--- src/core/ofs_pkg.sv ---
package ofs_pkg;

   // ---------------------------------------------
   // sizes
   // ---------------------------------------------
   localparam int NTERM = 4; // output terminals
   localparam int NCFG = 16; // config words
   localparam int CODE_W = 9; // setting code width
   localparam int FN_W = 5; // function id width

   // ---------------------------------------------
   // register byte offsets
   // ---------------------------------------------
   localparam logic [7:0] A_CODE0 = 8'h00; // codes 0x00..0x0c
   localparam logic [7:0] A_START = 8'h10; // starting frequency
   localparam logic [7:0] A_FWD_THR = 8'h14; // forward freq threshold
   localparam logic [7:0] A_REV_THR = 8'h18; // reverse freq threshold
   localparam logic [7:0] A_REGEN_LIM = 8'h1C; // regen duty limit
   localparam logic [7:0] A_THERM_TRIP = 8'h20; // thermal trip level
   localparam logic [7:0] A_CUR_HI = 8'h24; // current high threshold
   localparam logic [7:0] A_CUR_HI_MS = 8'h28; // high dwell, ms
   localparam logic [7:0] A_CUR_LO = 8'h2C; // current low threshold
   localparam logic [7:0] A_CUR_LO_MS = 8'h30; // low dwell, ms
   localparam logic [7:0] A_PID_LOW = 8'h34; // loop lower limit
   localparam logic [7:0] A_PID_HIGH = 8'h38; // loop upper limit
   localparam logic [7:0] A_FILTER = 8'h3C; // output filter, ms
   localparam logic [7:0] A_STATE = 8'h40; // terminal levels, ro
   localparam logic [7:0] A_IRQ_ST = 8'h44; // sticky events, w1c
   localparam logic [7:0] A_IRQ_MASK = 8'h48; // interrupt mask

   // ---------------------------------------------
   // reset values
   // ---------------------------------------------
   localparam logic [15:0] RST_CODE0 = 16'h0000; // running
   localparam logic [15:0] RST_CODE1 = 16'h0001; // at speed
   localparam logic [15:0] RST_CODE2 = 16'h0004; // freq detect
   localparam logic [15:0] RST_CODE3 = 16'h000B; // ready
   localparam logic [15:0] RST_ZERO = 16'h0000; // thresholds
   localparam logic [15:0] RST_FILTER = 16'h270F; // 9999, off
   localparam logic [NTERM-1:0] RST_MASK = 4'h0; // all masked

   // ---------------------------------------------
   // code ranges and figures
   // ---------------------------------------------
   localparam int CODE_SPAN = 100; // codes per logic range
   localparam int CODE_MAX = 399; // highest legal code
   localparam logic [15:0] FILT_OFF = 16'h270F; // 9999
   localparam logic [15:0] FILT_MIN = 16'h0005; // 5 ms
   localparam logic [15:0] FILT_MAX = 16'h0032; // 50 ms
   localparam int PRE_PCT = 85; // pre-alarm percent
   localparam int FULL_PCT = 100; // trip percent

   // ---------------------------------------------
   // timing
   // ---------------------------------------------
   localparam int CLK_PS = 8000; // 125 MHz period
   localparam int MS_PS = 1000000000; // one millisecond
   localparam int CYC_PER_MS = MS_PS / CLK_PS;

   // ---------------------------------------------
   // function ids
   // ---------------------------------------------
   localparam int FN_RUN = 0;
   localparam int FN_SU = 1;
   localparam int FN_OL = 3;
   localparam int FN_FU = 4;
   localparam int FN_RBP = 7;
   localparam int FN_THP = 8;
   localparam int FN_RY = 11;
   localparam int FN_CUR_HI = 12;
   localparam int FN_CUR_ZERO = 13;
   localparam int FN_PID_LO = 14;
   localparam int FN_PID_HI = 15;
   localparam int FN_PID_FWD = 16;
   localparam int FN_BYP_A = 18;
   localparam int FN_BYP_B = 19;
   localparam int FN_BRAKE = 20;
   localparam int FN_STROKE = 24;

   // ---------------------------------------------
   // carriers
   // ---------------------------------------------
   typedef struct packed {
      logic running; // output stage operating
      logic reverse; // reverse rotation
      logic [15:0] out_freq; // output frequency
      logic [15:0] set_freq; // commanded frequency
      logic stall_active; // stall prevention working
      logic [15:0] regen_duty; // regen brake duty
      logic [15:0] therm_accum; // thermal accumulator
      logic init_done; // power-on reset done
      logic start_ready; // ready with start on
      logic [15:0] out_current; // output current
      logic [15:0] pid_value; // process loop input
      logic pid_run; // loop control active
      logic pid_forward; // loop drives forward
      logic bypass_a; // bypass contactor a cmd
      logic bypass_b; // bypass contactor b cmd
      logic brake_seq_en; // brake sequence enabled
      logic brake_open; // brake sequence open cmd
   } ofs_drive_t;

   typedef struct packed {
      logic valid; // code selects a function
      logic invert; // negative logic range
      logic [FN_W-1:0] fn; // function id
   } ofs_sel_t;

endpackage

--- src/core/ofs_selector.sv ---
// Our own choices: the register offsets and the AXI4-Lite slave port.
`timescale 1ns/1ps
`default_nettype none
module ofs_selector #(
   parameter int CYC_PER_MS = ofs_pkg::CYC_PER_MS
) (
   input wire logic aclk,
   input wire logic aresetn,
   input wire logic [7:0] awaddr,
   input wire logic awvalid,
   output logic awready,
   input wire logic [31:0] wdata,
   input wire logic [3:0] wstrb,
   input wire logic wvalid,
   output logic wready,
   output logic [1:0] bresp,
   output logic bvalid,
   input wire logic bready,
   input wire logic [7:0] araddr,
   input wire logic arvalid,
   output logic arready,
   output logic [31:0] rdata,
   output logic [1:0] rresp,
   output logic rvalid,
   input wire logic rready,
   input wire ofs_pkg::ofs_drive_t drv,
   input wire logic fwd_stroke_end_pin,
   input wire logic rev_stroke_end_pin,
   output logic [ofs_pkg::NTERM-1:0] term_out,
   output logic irq
);

   // ---------------------------------------------
   // functions
   // ---------------------------------------------

   // mapped word address check
   function automatic logic addr_ok(input logic [7:0] a);
      addr_ok = (a[1:0] == 2'b00) && (a <= ofs_pkg::A_IRQ_MASK);
   endfunction

   // split a setting code into function and polarity
   function automatic ofs_pkg::ofs_sel_t decode(input logic [15:0] c);
      ofs_pkg::ofs_sel_t s;
      int v;
      int f;
      v = int'(c);
      f = v % ofs_pkg::CODE_SPAN;
      s.fn = f[ofs_pkg::FN_W-1:0];
      s.invert = ((v / ofs_pkg::CODE_SPAN) % 2) == 1;
      s.valid = v <= ofs_pkg::CODE_MAX;
      case (f)
         ofs_pkg::FN_RUN, ofs_pkg::FN_SU, ofs_pkg::FN_OL,
         ofs_pkg::FN_FU, ofs_pkg::FN_RBP, ofs_pkg::FN_THP,
         ofs_pkg::FN_RY, ofs_pkg::FN_CUR_HI,
         ofs_pkg::FN_CUR_ZERO, ofs_pkg::FN_PID_LO,
         ofs_pkg::FN_PID_HI, ofs_pkg::FN_PID_FWD,
         ofs_pkg::FN_BRAKE, ofs_pkg::FN_STROKE: begin
            s.valid = s.valid;
         end
         ofs_pkg::FN_BYP_A, ofs_pkg::FN_BYP_B: begin
            s.valid = s.valid && !s.invert;
         end
         default: begin
            s.valid = 1'b0;
         end
      endcase
      if (f >= 32) begin
         s.valid = 1'b0;
      end
      decode = s;
   endfunction

   // value at or above 85 percent of a limit
   function automatic logic pre_reached(input logic [15:0] val,
                                        input logic [15:0] lim);
      logic [23:0] lhs;
      logic [23:0] rhs;
      lhs = 24'(val) * 24'(ofs_pkg::FULL_PCT);
      rhs = 24'(lim) * 24'(ofs_pkg::PRE_PCT);
      pre_reached = (lim != 16'h0000) && (lhs >= rhs);
   endfunction

   // ---------------------------------------------
   // declarations
   // ---------------------------------------------
   localparam int NT = ofs_pkg::NTERM;
   logic [15:0] cfg_q [ofs_pkg::NCFG]; // config words
   logic [NT-1:0] term_q; // filtered terminal levels
   logic [NT-1:0] irq_st_q; // sticky change events
   logic [NT-1:0] irq_mask_q; // interrupt enables
   logic irq_q; // interrupt line
   logic awready_q; // address channel open
   logic wready_q; // data channel open
   logic aw_have_q; // address held
   logic w_have_q; // data held
   logic [7:0] aw_addr_q; // held write address
   logic [31:0] w_data_q; // held write data
   logic [3:0] w_strb_q; // held byte enables
   logic bvalid_q; // write answer pending
   logic [1:0] bresp_q; // write answer code
   logic arready_q; // read address open
   logic rvalid_q; // read answer pending
   logic [31:0] rdata_q; // read data
   logic [1:0] rresp_q; // read answer code
   logic wr_fire; // write performed this edge
   logic [3:0] wr_idx; // config index written
   logic [1:0] fsync_q; // forward stroke sync
   logic [1:0] rsync_q; // reverse stroke sync
   logic [31:0] ms_cnt_q; // millisecond prescaler
   logic ms_tick_q; // one-cycle ms strobe
   logic [15:0] hi_ms_q; // dwell above threshold
   logic [15:0] lo_ms_q; // dwell below threshold
   logic cur_above; // current above threshold
   logic cur_below; // current below threshold
   logic [31:0] cond; // status by function id
   logic [15:0] filt_ms; // effective filter time
   logic filt_off; // filter disabled

   // ---------------------------------------------
   // outputs
   // ---------------------------------------------
   assign awready = awready_q;
   assign wready = wready_q;
   assign bvalid = bvalid_q;
   assign bresp = bresp_q;
   assign arready = arready_q;
   assign rvalid = rvalid_q;
   assign rdata = rdata_q;
   assign rresp = rresp_q;
   assign term_out = term_q;
   assign irq = irq_q;

   // ---------------------------------------------
   // write channel
   // ---------------------------------------------
   assign wr_fire = aw_have_q && w_have_q && !bvalid_q;
   assign wr_idx = aw_addr_q[5:2];

   // address and data taken in either order
   always_ff @(posedge aclk) begin
      if (!aresetn) begin
         awready_q <= 1'b1;
         wready_q <= 1'b1;
         aw_have_q <= 1'b0;
         w_have_q <= 1'b0;
         aw_addr_q <= 8'h00;
         w_data_q <= 32'h0000_0000;
         w_strb_q <= 4'h0;
         bvalid_q <= 1'b0;
         bresp_q <= 2'b00;
      end else begin
         // capture address
         if (awvalid && awready_q) begin
            awready_q <= 1'b0;
            aw_have_q <= 1'b1;
            aw_addr_q <= awaddr;
         end
         // capture data
         if (wvalid && wready_q) begin
            wready_q <= 1'b0;
            w_have_q <= 1'b1;
            w_data_q <= wdata;
            w_strb_q <= wstrb;
         end
         // answer once both are held
         if (wr_fire) begin
            aw_have_q <= 1'b0;
            w_have_q <= 1'b0;
            bvalid_q <= 1'b1;
            bresp_q <= addr_ok(aw_addr_q) ? 2'b00 : 2'b10;
         end
         // reopen after the answer is taken
         if (bvalid_q && bready) begin
            bvalid_q <= 1'b0;
            awready_q <= 1'b1;
            wready_q <= 1'b1;
         end
      end
   end

   // config words, low two byte lanes only
   always_ff @(posedge aclk) begin
      if (!aresetn) begin
         cfg_q[0] <= ofs_pkg::RST_CODE0;
         cfg_q[1] <= ofs_pkg::RST_CODE1;
         cfg_q[2] <= ofs_pkg::RST_CODE2;
         cfg_q[3] <= ofs_pkg::RST_CODE3;
         for (int i = 4; i < ofs_pkg::NCFG - 1; i++) begin
            cfg_q[i] <= ofs_pkg::RST_ZERO;
         end
         cfg_q[ofs_pkg::NCFG-1] <= ofs_pkg::RST_FILTER;
      end else if (wr_fire && addr_ok(aw_addr_q) &&
                   aw_addr_q < ofs_pkg::A_STATE) begin
         if (w_strb_q[0]) begin
            cfg_q[wr_idx][7:0] <= w_data_q[7:0];
         end
         if (w_strb_q[1]) begin
            cfg_q[wr_idx][15:8] <= w_data_q[15:8];
         end
      end
   end

   // mask register
   always_ff @(posedge aclk) begin
      if (!aresetn) begin
         irq_mask_q <= ofs_pkg::RST_MASK;
      end else if (wr_fire && aw_addr_q == ofs_pkg::A_IRQ_MASK &&
                   w_strb_q[0]) begin
         irq_mask_q <= w_data_q[NT-1:0];
      end
   end

   // ---------------------------------------------
   // read channel
   // ---------------------------------------------

   // one read at a time, data one edge after address
   always_ff @(posedge aclk) begin
      if (!aresetn) begin
         arready_q <= 1'b1;
         rvalid_q <= 1'b0;
         rdata_q <= 32'h0000_0000;
         rresp_q <= 2'b00;
      end else begin
         if (arvalid && arready_q) begin
            arready_q <= 1'b0;
            rvalid_q <= 1'b1;
            rresp_q <= addr_ok(araddr) ? 2'b00 : 2'b10;
            rdata_q <= 32'h0000_0000;
            // config words
            if (addr_ok(araddr) && araddr < ofs_pkg::A_STATE) begin
               rdata_q[15:0] <= cfg_q[araddr[5:2]];
            end
            // live state, sticky events and mask
            if (araddr == ofs_pkg::A_STATE) begin
               rdata_q[NT-1:0] <= term_q;
            end
            if (araddr == ofs_pkg::A_IRQ_ST) begin
               rdata_q[NT-1:0] <= irq_st_q;
            end
            if (araddr == ofs_pkg::A_IRQ_MASK) begin
               rdata_q[NT-1:0] <= irq_mask_q;
            end
         end
         if (rvalid_q && rready) begin
            rvalid_q <= 1'b0;
            arready_q <= 1'b1;
         end
      end
   end

   // ---------------------------------------------
   // pin synchronisers
   // ---------------------------------------------

   // stroke end inputs come from terminals
   always_ff @(posedge aclk) begin
      if (!aresetn) begin
         fsync_q <= 2'b00;
         rsync_q <= 2'b00;
      end else begin
         fsync_q <= {fsync_q[0], fwd_stroke_end_pin};
         rsync_q <= {rsync_q[0], rev_stroke_end_pin};
      end
   end

   // ---------------------------------------------
   // millisecond time base
   // ---------------------------------------------
   always_ff @(posedge aclk) begin
      if (!aresetn) begin
         ms_cnt_q <= 32'h0000_0000;
         ms_tick_q <= 1'b0;
      end else if (ms_cnt_q >= 32'(CYC_PER_MS - 1)) begin
         ms_cnt_q <= 32'h0000_0000;
         ms_tick_q <= 1'b1;
      end else begin
         ms_cnt_q <= ms_cnt_q + 32'h0000_0001;
         ms_tick_q <= 1'b0;
      end
   end

   // ---------------------------------------------
   // current dwell timers
   // ---------------------------------------------
   assign cur_above = drv.out_current > cfg_q[9];
   assign cur_below = drv.out_current < cfg_q[11];

   always_ff @(posedge aclk) begin
      if (!aresetn || !cur_above) begin
         hi_ms_q <= 16'h0000;
      end else if (ms_tick_q && hi_ms_q != 16'hFFFF) begin
         hi_ms_q <= hi_ms_q + 16'h0001;
      end
   end

   always_ff @(posedge aclk) begin
      if (!aresetn || !cur_below) begin
         lo_ms_q <= 16'h0000;
      end else if (ms_tick_q && lo_ms_q != 16'hFFFF) begin
         lo_ms_q <= lo_ms_q + 16'h0001;
      end
   end

   // ---------------------------------------------
   // status conditions by function id
   // ---------------------------------------------
   always_comb begin
      cond = 32'h0000_0000;
      cond[ofs_pkg::FN_RUN] = drv.running &&
                              drv.out_freq >= cfg_q[4];
      cond[ofs_pkg::FN_SU] = drv.running &&
                             drv.out_freq == drv.set_freq;
      cond[ofs_pkg::FN_OL] = drv.stall_active;
      cond[ofs_pkg::FN_FU] = drv.reverse ?
                             drv.out_freq >= cfg_q[6] :
                             drv.out_freq >= cfg_q[5];
      cond[ofs_pkg::FN_RBP] = pre_reached(drv.regen_duty, cfg_q[7]);
      cond[ofs_pkg::FN_THP] = pre_reached(drv.therm_accum,
                                          cfg_q[8]);
      cond[ofs_pkg::FN_RY] = drv.init_done &&
                             (drv.start_ready || drv.running);
      cond[ofs_pkg::FN_CUR_HI] = cur_above && hi_ms_q >= cfg_q[10];
      cond[ofs_pkg::FN_CUR_ZERO] = cur_below &&
                                   lo_ms_q >= cfg_q[12];
      cond[ofs_pkg::FN_PID_LO] = drv.pid_run &&
                                 drv.pid_value < cfg_q[13];
      cond[ofs_pkg::FN_PID_HI] = drv.pid_run &&
                                 drv.pid_value > cfg_q[14];
      cond[ofs_pkg::FN_PID_FWD] = drv.pid_run && drv.pid_forward;
      cond[ofs_pkg::FN_BYP_A] = drv.bypass_a;
      cond[ofs_pkg::FN_BYP_B] = drv.bypass_b;
      cond[ofs_pkg::FN_BRAKE] = drv.brake_seq_en && drv.brake_open;
      cond[ofs_pkg::FN_STROKE] = fsync_q[1] || rsync_q[1];
   end

   // ---------------------------------------------
   // filter time
   // ---------------------------------------------

   // clamp to 5..50 ms, 9999 bypasses
   always_comb begin
      filt_off = cfg_q[15] == ofs_pkg::FILT_OFF;
      filt_ms = cfg_q[15];
      if (cfg_q[15] < ofs_pkg::FILT_MIN) begin
         filt_ms = ofs_pkg::FILT_MIN;
      end else if (cfg_q[15] > ofs_pkg::FILT_MAX) begin
         filt_ms = ofs_pkg::FILT_MAX;
      end
   end

   // ---------------------------------------------
   // per-terminal selection and filter
   // ---------------------------------------------
   for (genvar t = 0; t < NT; t++) begin : g_term
      ofs_pkg::ofs_sel_t sel; // decoded code
      logic raw; // unfiltered level
      logic [15:0] hold_q; // ms pending change stable

      assign sel = decode(cfg_q[t]);

      assign raw = sel.valid ? (cond[sel.fn] ^ sel.invert) : 1'b0;

      // change only after stable filter time
      always_ff @(posedge aclk) begin
         if (!aresetn) begin
            term_q[t] <= 1'b0;
            hold_q <= 16'h0000;
         end else if (filt_off || !sel.valid) begin
            term_q[t] <= raw;
            hold_q <= 16'h0000;
         end else if (raw == term_q[t]) begin
            hold_q <= 16'h0000;
         end else if (hold_q >= filt_ms) begin
            term_q[t] <= raw;
            hold_q <= 16'h0000;
         end else if (ms_tick_q) begin
            hold_q <= hold_q + 16'h0001;
         end
      end

      // change event sticks; set wins over clear
      always_ff @(posedge aclk) begin
         if (!aresetn) begin
            irq_st_q[t] <= 1'b0;
         end else if (term_q[t] != raw &&
                      (filt_off || !sel.valid ||
                       hold_q >= filt_ms)) begin
            irq_st_q[t] <= 1'b1;
         end else if (wr_fire && aw_addr_q == ofs_pkg::A_IRQ_ST &&
                      w_strb_q[0] && w_data_q[t]) begin
            irq_st_q[t] <= 1'b0;
         end
      end
   end

   // ---------------------------------------------
   // interrupt line
   // ---------------------------------------------
   always_ff @(posedge aclk) begin
      if (!aresetn) begin
         irq_q <= 1'b0;
      end else begin
         irq_q <= |(irq_st_q & irq_mask_q);
      end
   end

endmodule
`default_nettype wire

--- config.mk ---
export PLATFORM = sky130hd
export DESIGN_NAME = ofs_selector
export DESIGN_NICKNAME = d
export VERILOG_FILES = /design/src/core/ofs_pkg.sv /design/src/core/ofs_selector.sv
export SDC_FILE = /design/constraint.sdc
export NUM_CORES = 2
export LEC_CHECK = 0
export ABC_AREA = 0
export BUFFER_PORTS_ARGS = -buffer_cell sky130_fd_sc_hd__clkbuf_2
export CAP_MARGIN = 20
export CORE_UTILIZATION = 50
export DETAILED_ROUTE_END_ITERATION = 10
export PLACE_DENSITY = 0.77
export SLEW_MARGIN = 25
export SYNTH_ARGS = -nofsm -noshare
export SYNTH_HDL_FRONTEND = slang
export SYNTH_SLANG_ARGS = --single-unit
--- constraint.sdc ---
create_clock -name aclk -period 24.3 [get_ports aclk]
set_input_delay 4.86 -clock aclk [delete_from_list [all_inputs] [get_ports aclk]]
set_output_delay 4.86 -clock aclk [all_outputs]
set_load 0.05 [all_outputs]
==> flow_summary_export.csv <==
group,metric,value,unit
outcome,status,"completed",
timing,hold_viol_final,0,
clocking,cts.sinks,453,
setup_path,crit_buf_inv,4,
timing,finalSetupTns,0,ns
layout,seqCellArea,0.0116,mm^2
layout,fillerInstances,7709,
flow_run,maxCapViolations,0,
clocking,cts_max_level,2,
global_route,grt_max_degree,58,
synthesis,synth_top_area_frac,0.178,
layout,design_area,0.0466,mm^2
synthesis,yosys.cell_types.count,131,
timing,whs,0.432,ns
placement,dp.cells,6066,
timing,setup_viol,0,
floorplan,die_w,296,um
synthesis,ys_seq_area_frac,0.269,
floorplan,io-pin-count,214,
global_route,overflow,0,
setup_path,critical-path-slowest-cell,"or3_1",
routing,drt_iter0_drc,3315,
setup_path,worstPathMaxFanout,16,
routing,routed_wl,120,mm
synthesis,syn-cell-area,0.0432,mm^2
routing,viasPerCell,6.00,
clocking,cts_setup_buffers,0,
timing,worst_pin_slew,1.12,ns
clocking,cts.clk_slew.worst_paths,0.06,ns
placement,placed_area,0.0451,mm^2
floorplan,fp.dieH,296,um
routing,num_vias,36900,
global_route,grt_pass1_wl,188,mm
setup_path,cp.arrival,12.80,ns
clocking,numCtsBuffers,45,
timing,slew_viol_final,0,
power,ir_drop,0.0000967,V
layout,drive_above_1_share,0.106,
global_route,antenna_found_initial,12,
setup_path,cp_top_family,"compound AO/OA/AOI/OAI gates",
floorplan,die_area,0.0876,mm^2
power,powerDensity,72.9,mW/mm^2
synthesis,ys_warn_count,0,
clocking,clock_latency,0.57,ns
routing,drc_errors,0,
placement,hpwl,94.3,mm
timing,rsz0062_at_grt,"false",
power,total_power,3.40,mW
timing,fin_crit_sh,0.510,
setup_path,max_stage_delay,0.75,ns
placement,place.gp.congestion,0.957,
synthesis,netlist_instances,4857,
clocking,post_cts_resized,0,
hold_path,min_path_type,"flop to flop",
routing,dr.pass1.iters,6,
synthesis,yosys-top-cells-area,"edfxtp_1, ha_1, dfxtp_1, inv_1, mux4_2",
synthesis,ys_ff_latch,453,
synthesis,async_flop_share,0,
routing,drtAntennaViolNets,0,
clocking,hold_buffers,0,
global_route,grt_pass1_vias,34500,
placement,io_buffers,177,
global_route,grt_use_total,0.271,
floorplan,core,0.0854,mm^2
setup_path,cp-end-kind,"flop",
timing,relSlewSlack,0.250,
synthesis,avgSynthCellArea,8.90,um^2
floorplan,start_util,0.506,
synthesis,yosys.area.top_type,"edfxtp_1",
layout,fin_cells,6155,
timing,fmax,0.0806,GHz
synthesis,synth-edff-count,256,
setup_path,crit_type,"input pin to flop",
layout,fin_nets,5682,
synthesis,ys.flop_type,"edfxtp_1",
floorplan,rows,107,
setup_path,cp-start-kind,"input pin",
clocking,clock_path_buffers,3,
setup_path,cp.required,24.70,ns
timing,min_period,12.40,ns
timing,clock_skew,0.0230,ns
clocking,cts-root-buf,"clkbuf_16",
clocking,tritoncts,"done",
power,leakage,20.3,nW
layout,syn2layout_area_growth,7.72,%
layout,multi_input_area,0.0289,mm^2
routing,wl_per_cell,19.6,um
==> cell usage in the layout, fill, tap and decap left out, types with 144 or more instances in the layout <==
cell / netlist / final
a21o_1: 144 / 144
ha_1: 475 / 475
edfxtp_1: 256 / 256
a21oi_1: 220 / 220
inv_1: 554 / 557
dfxtp_1: 197 / 196
clkbuf_2: 0 / 175
nand2_1: 253 / 253
o21ai_0: 206 / 180
nor2_1: 326 / 325
and2_1: 276 / 276
nand3_1: 151 / 151
==> metrics by stage <==
step | utilization | worst slack, ns
global placement | 0.528 | 11.57
detailed placement | 0.528 | 11.48
finish | 0.545 | 11.90
CTS | 0.545 | 11.99
floorplan | - | 12.82
global route | 0.545 | 11.31
==> state kept, by name, summed over array words and instances (netlist names), 2 cells and up <==
name	cells
term_out	4
w_strb_q	2
ms_cnt_q	32
irq_mask_q	4
cfg_q	256
g_term.hold_q	64
hi_ms_q	16
lo_ms_q	16
fsync_q	2
aw_addr_q	8
rsync_q	2
irq_st_q	4
w_data_q	16
rdata	16
==> power by group <==
group          total (mW)  switching [mW]  internal, mW
Combinational        1.84            1.14         0.708
Sequential          0.868          0.0391         0.829
Clock               0.685           0.303         0.382
Total                3.40            1.48          1.92
==> cells by family after synthesis <==
kind of cell               count (synthesis)  synth area share
muxes                                    151            0.0603
buffers and inverters                    769            0.0702
DFF                                      453             0.269
other                                      2          0.000174
xor gates and xnor gates                 217            0.0458
AOI/OAI and AO/OA                       1149             0.190
and+or+nand+nor                         1554             0.191
adders and majority gates                562             0.174
==> layer usage <==
metal | vias up | wire length (um) | global-route usage
li1 | 17700 | - | -
met1 | 17500 | 50500 | 0.370
met2 | 1449 | 53500 | 0.429
met3 | 244 | 11700 | 0.0447
met4 | 6 | 4690 | 0.0994
met5 | - | 41 | 0
==> worst paths after layout <==
path                      from  slack [ns]              endpoint  cells after the start
setup reg to reg  cfg_q[0][13]       13.20  g_term[0].hold_q[11]                     29
hold reg to reg     rsync_q[0]        0.43            rsync_q[1]                      1
setup / recovery       drv[41]       11.90   g_term[2].hold_q[1]                     34
hold / removal      rsync_q[0]        0.43            rsync_q[1]                      1
==> synthesized netlist by cell type, types with 21 or more instances <==
cell / count
inv_1: 554
ha_1: 475
nor2_1: 326
and2_1: 276
edfxtp_1: 256
nand2_1: 253
a21oi_1: 220
o21ai_0: 206
dfxtp_1: 197
nand3_1: 151
a21o_1: 144
clkbuf_1: 142
xor2_1: 108
xnor2_1: 101
nor3_1: 89
nand2b_1: 87
mux4_2: 84
fa_1: 70
nand4_1: 62
o21a_1: 53
nor4_1: 50
a211oi_1: 47
mux2i_1: 47
nor2b_1: 45
and3_1: 43
or3_1: 42
o211ai_1: 40
or2_2: 38
a31oi_1: 36
o31ai_1: 28
buf_2: 27
a2111oi_0: 26
buf_4: 24
o22ai_1: 22
a211o_1: 21
==> cell type report <==
cell class,instances,share of cell area
Clock buffer,60,0.0266
Tap cell,1144,0.0307
Sequential cell,453,0.250
Inverter,560,0.0451
Multi-Input combinational cell,3706,0.620
Antenna cell,7,0.000376
Clock inverter,22,0.00390
Timing Repair Buffer,203,0.0233
Power figures use the tool's default switching activity.
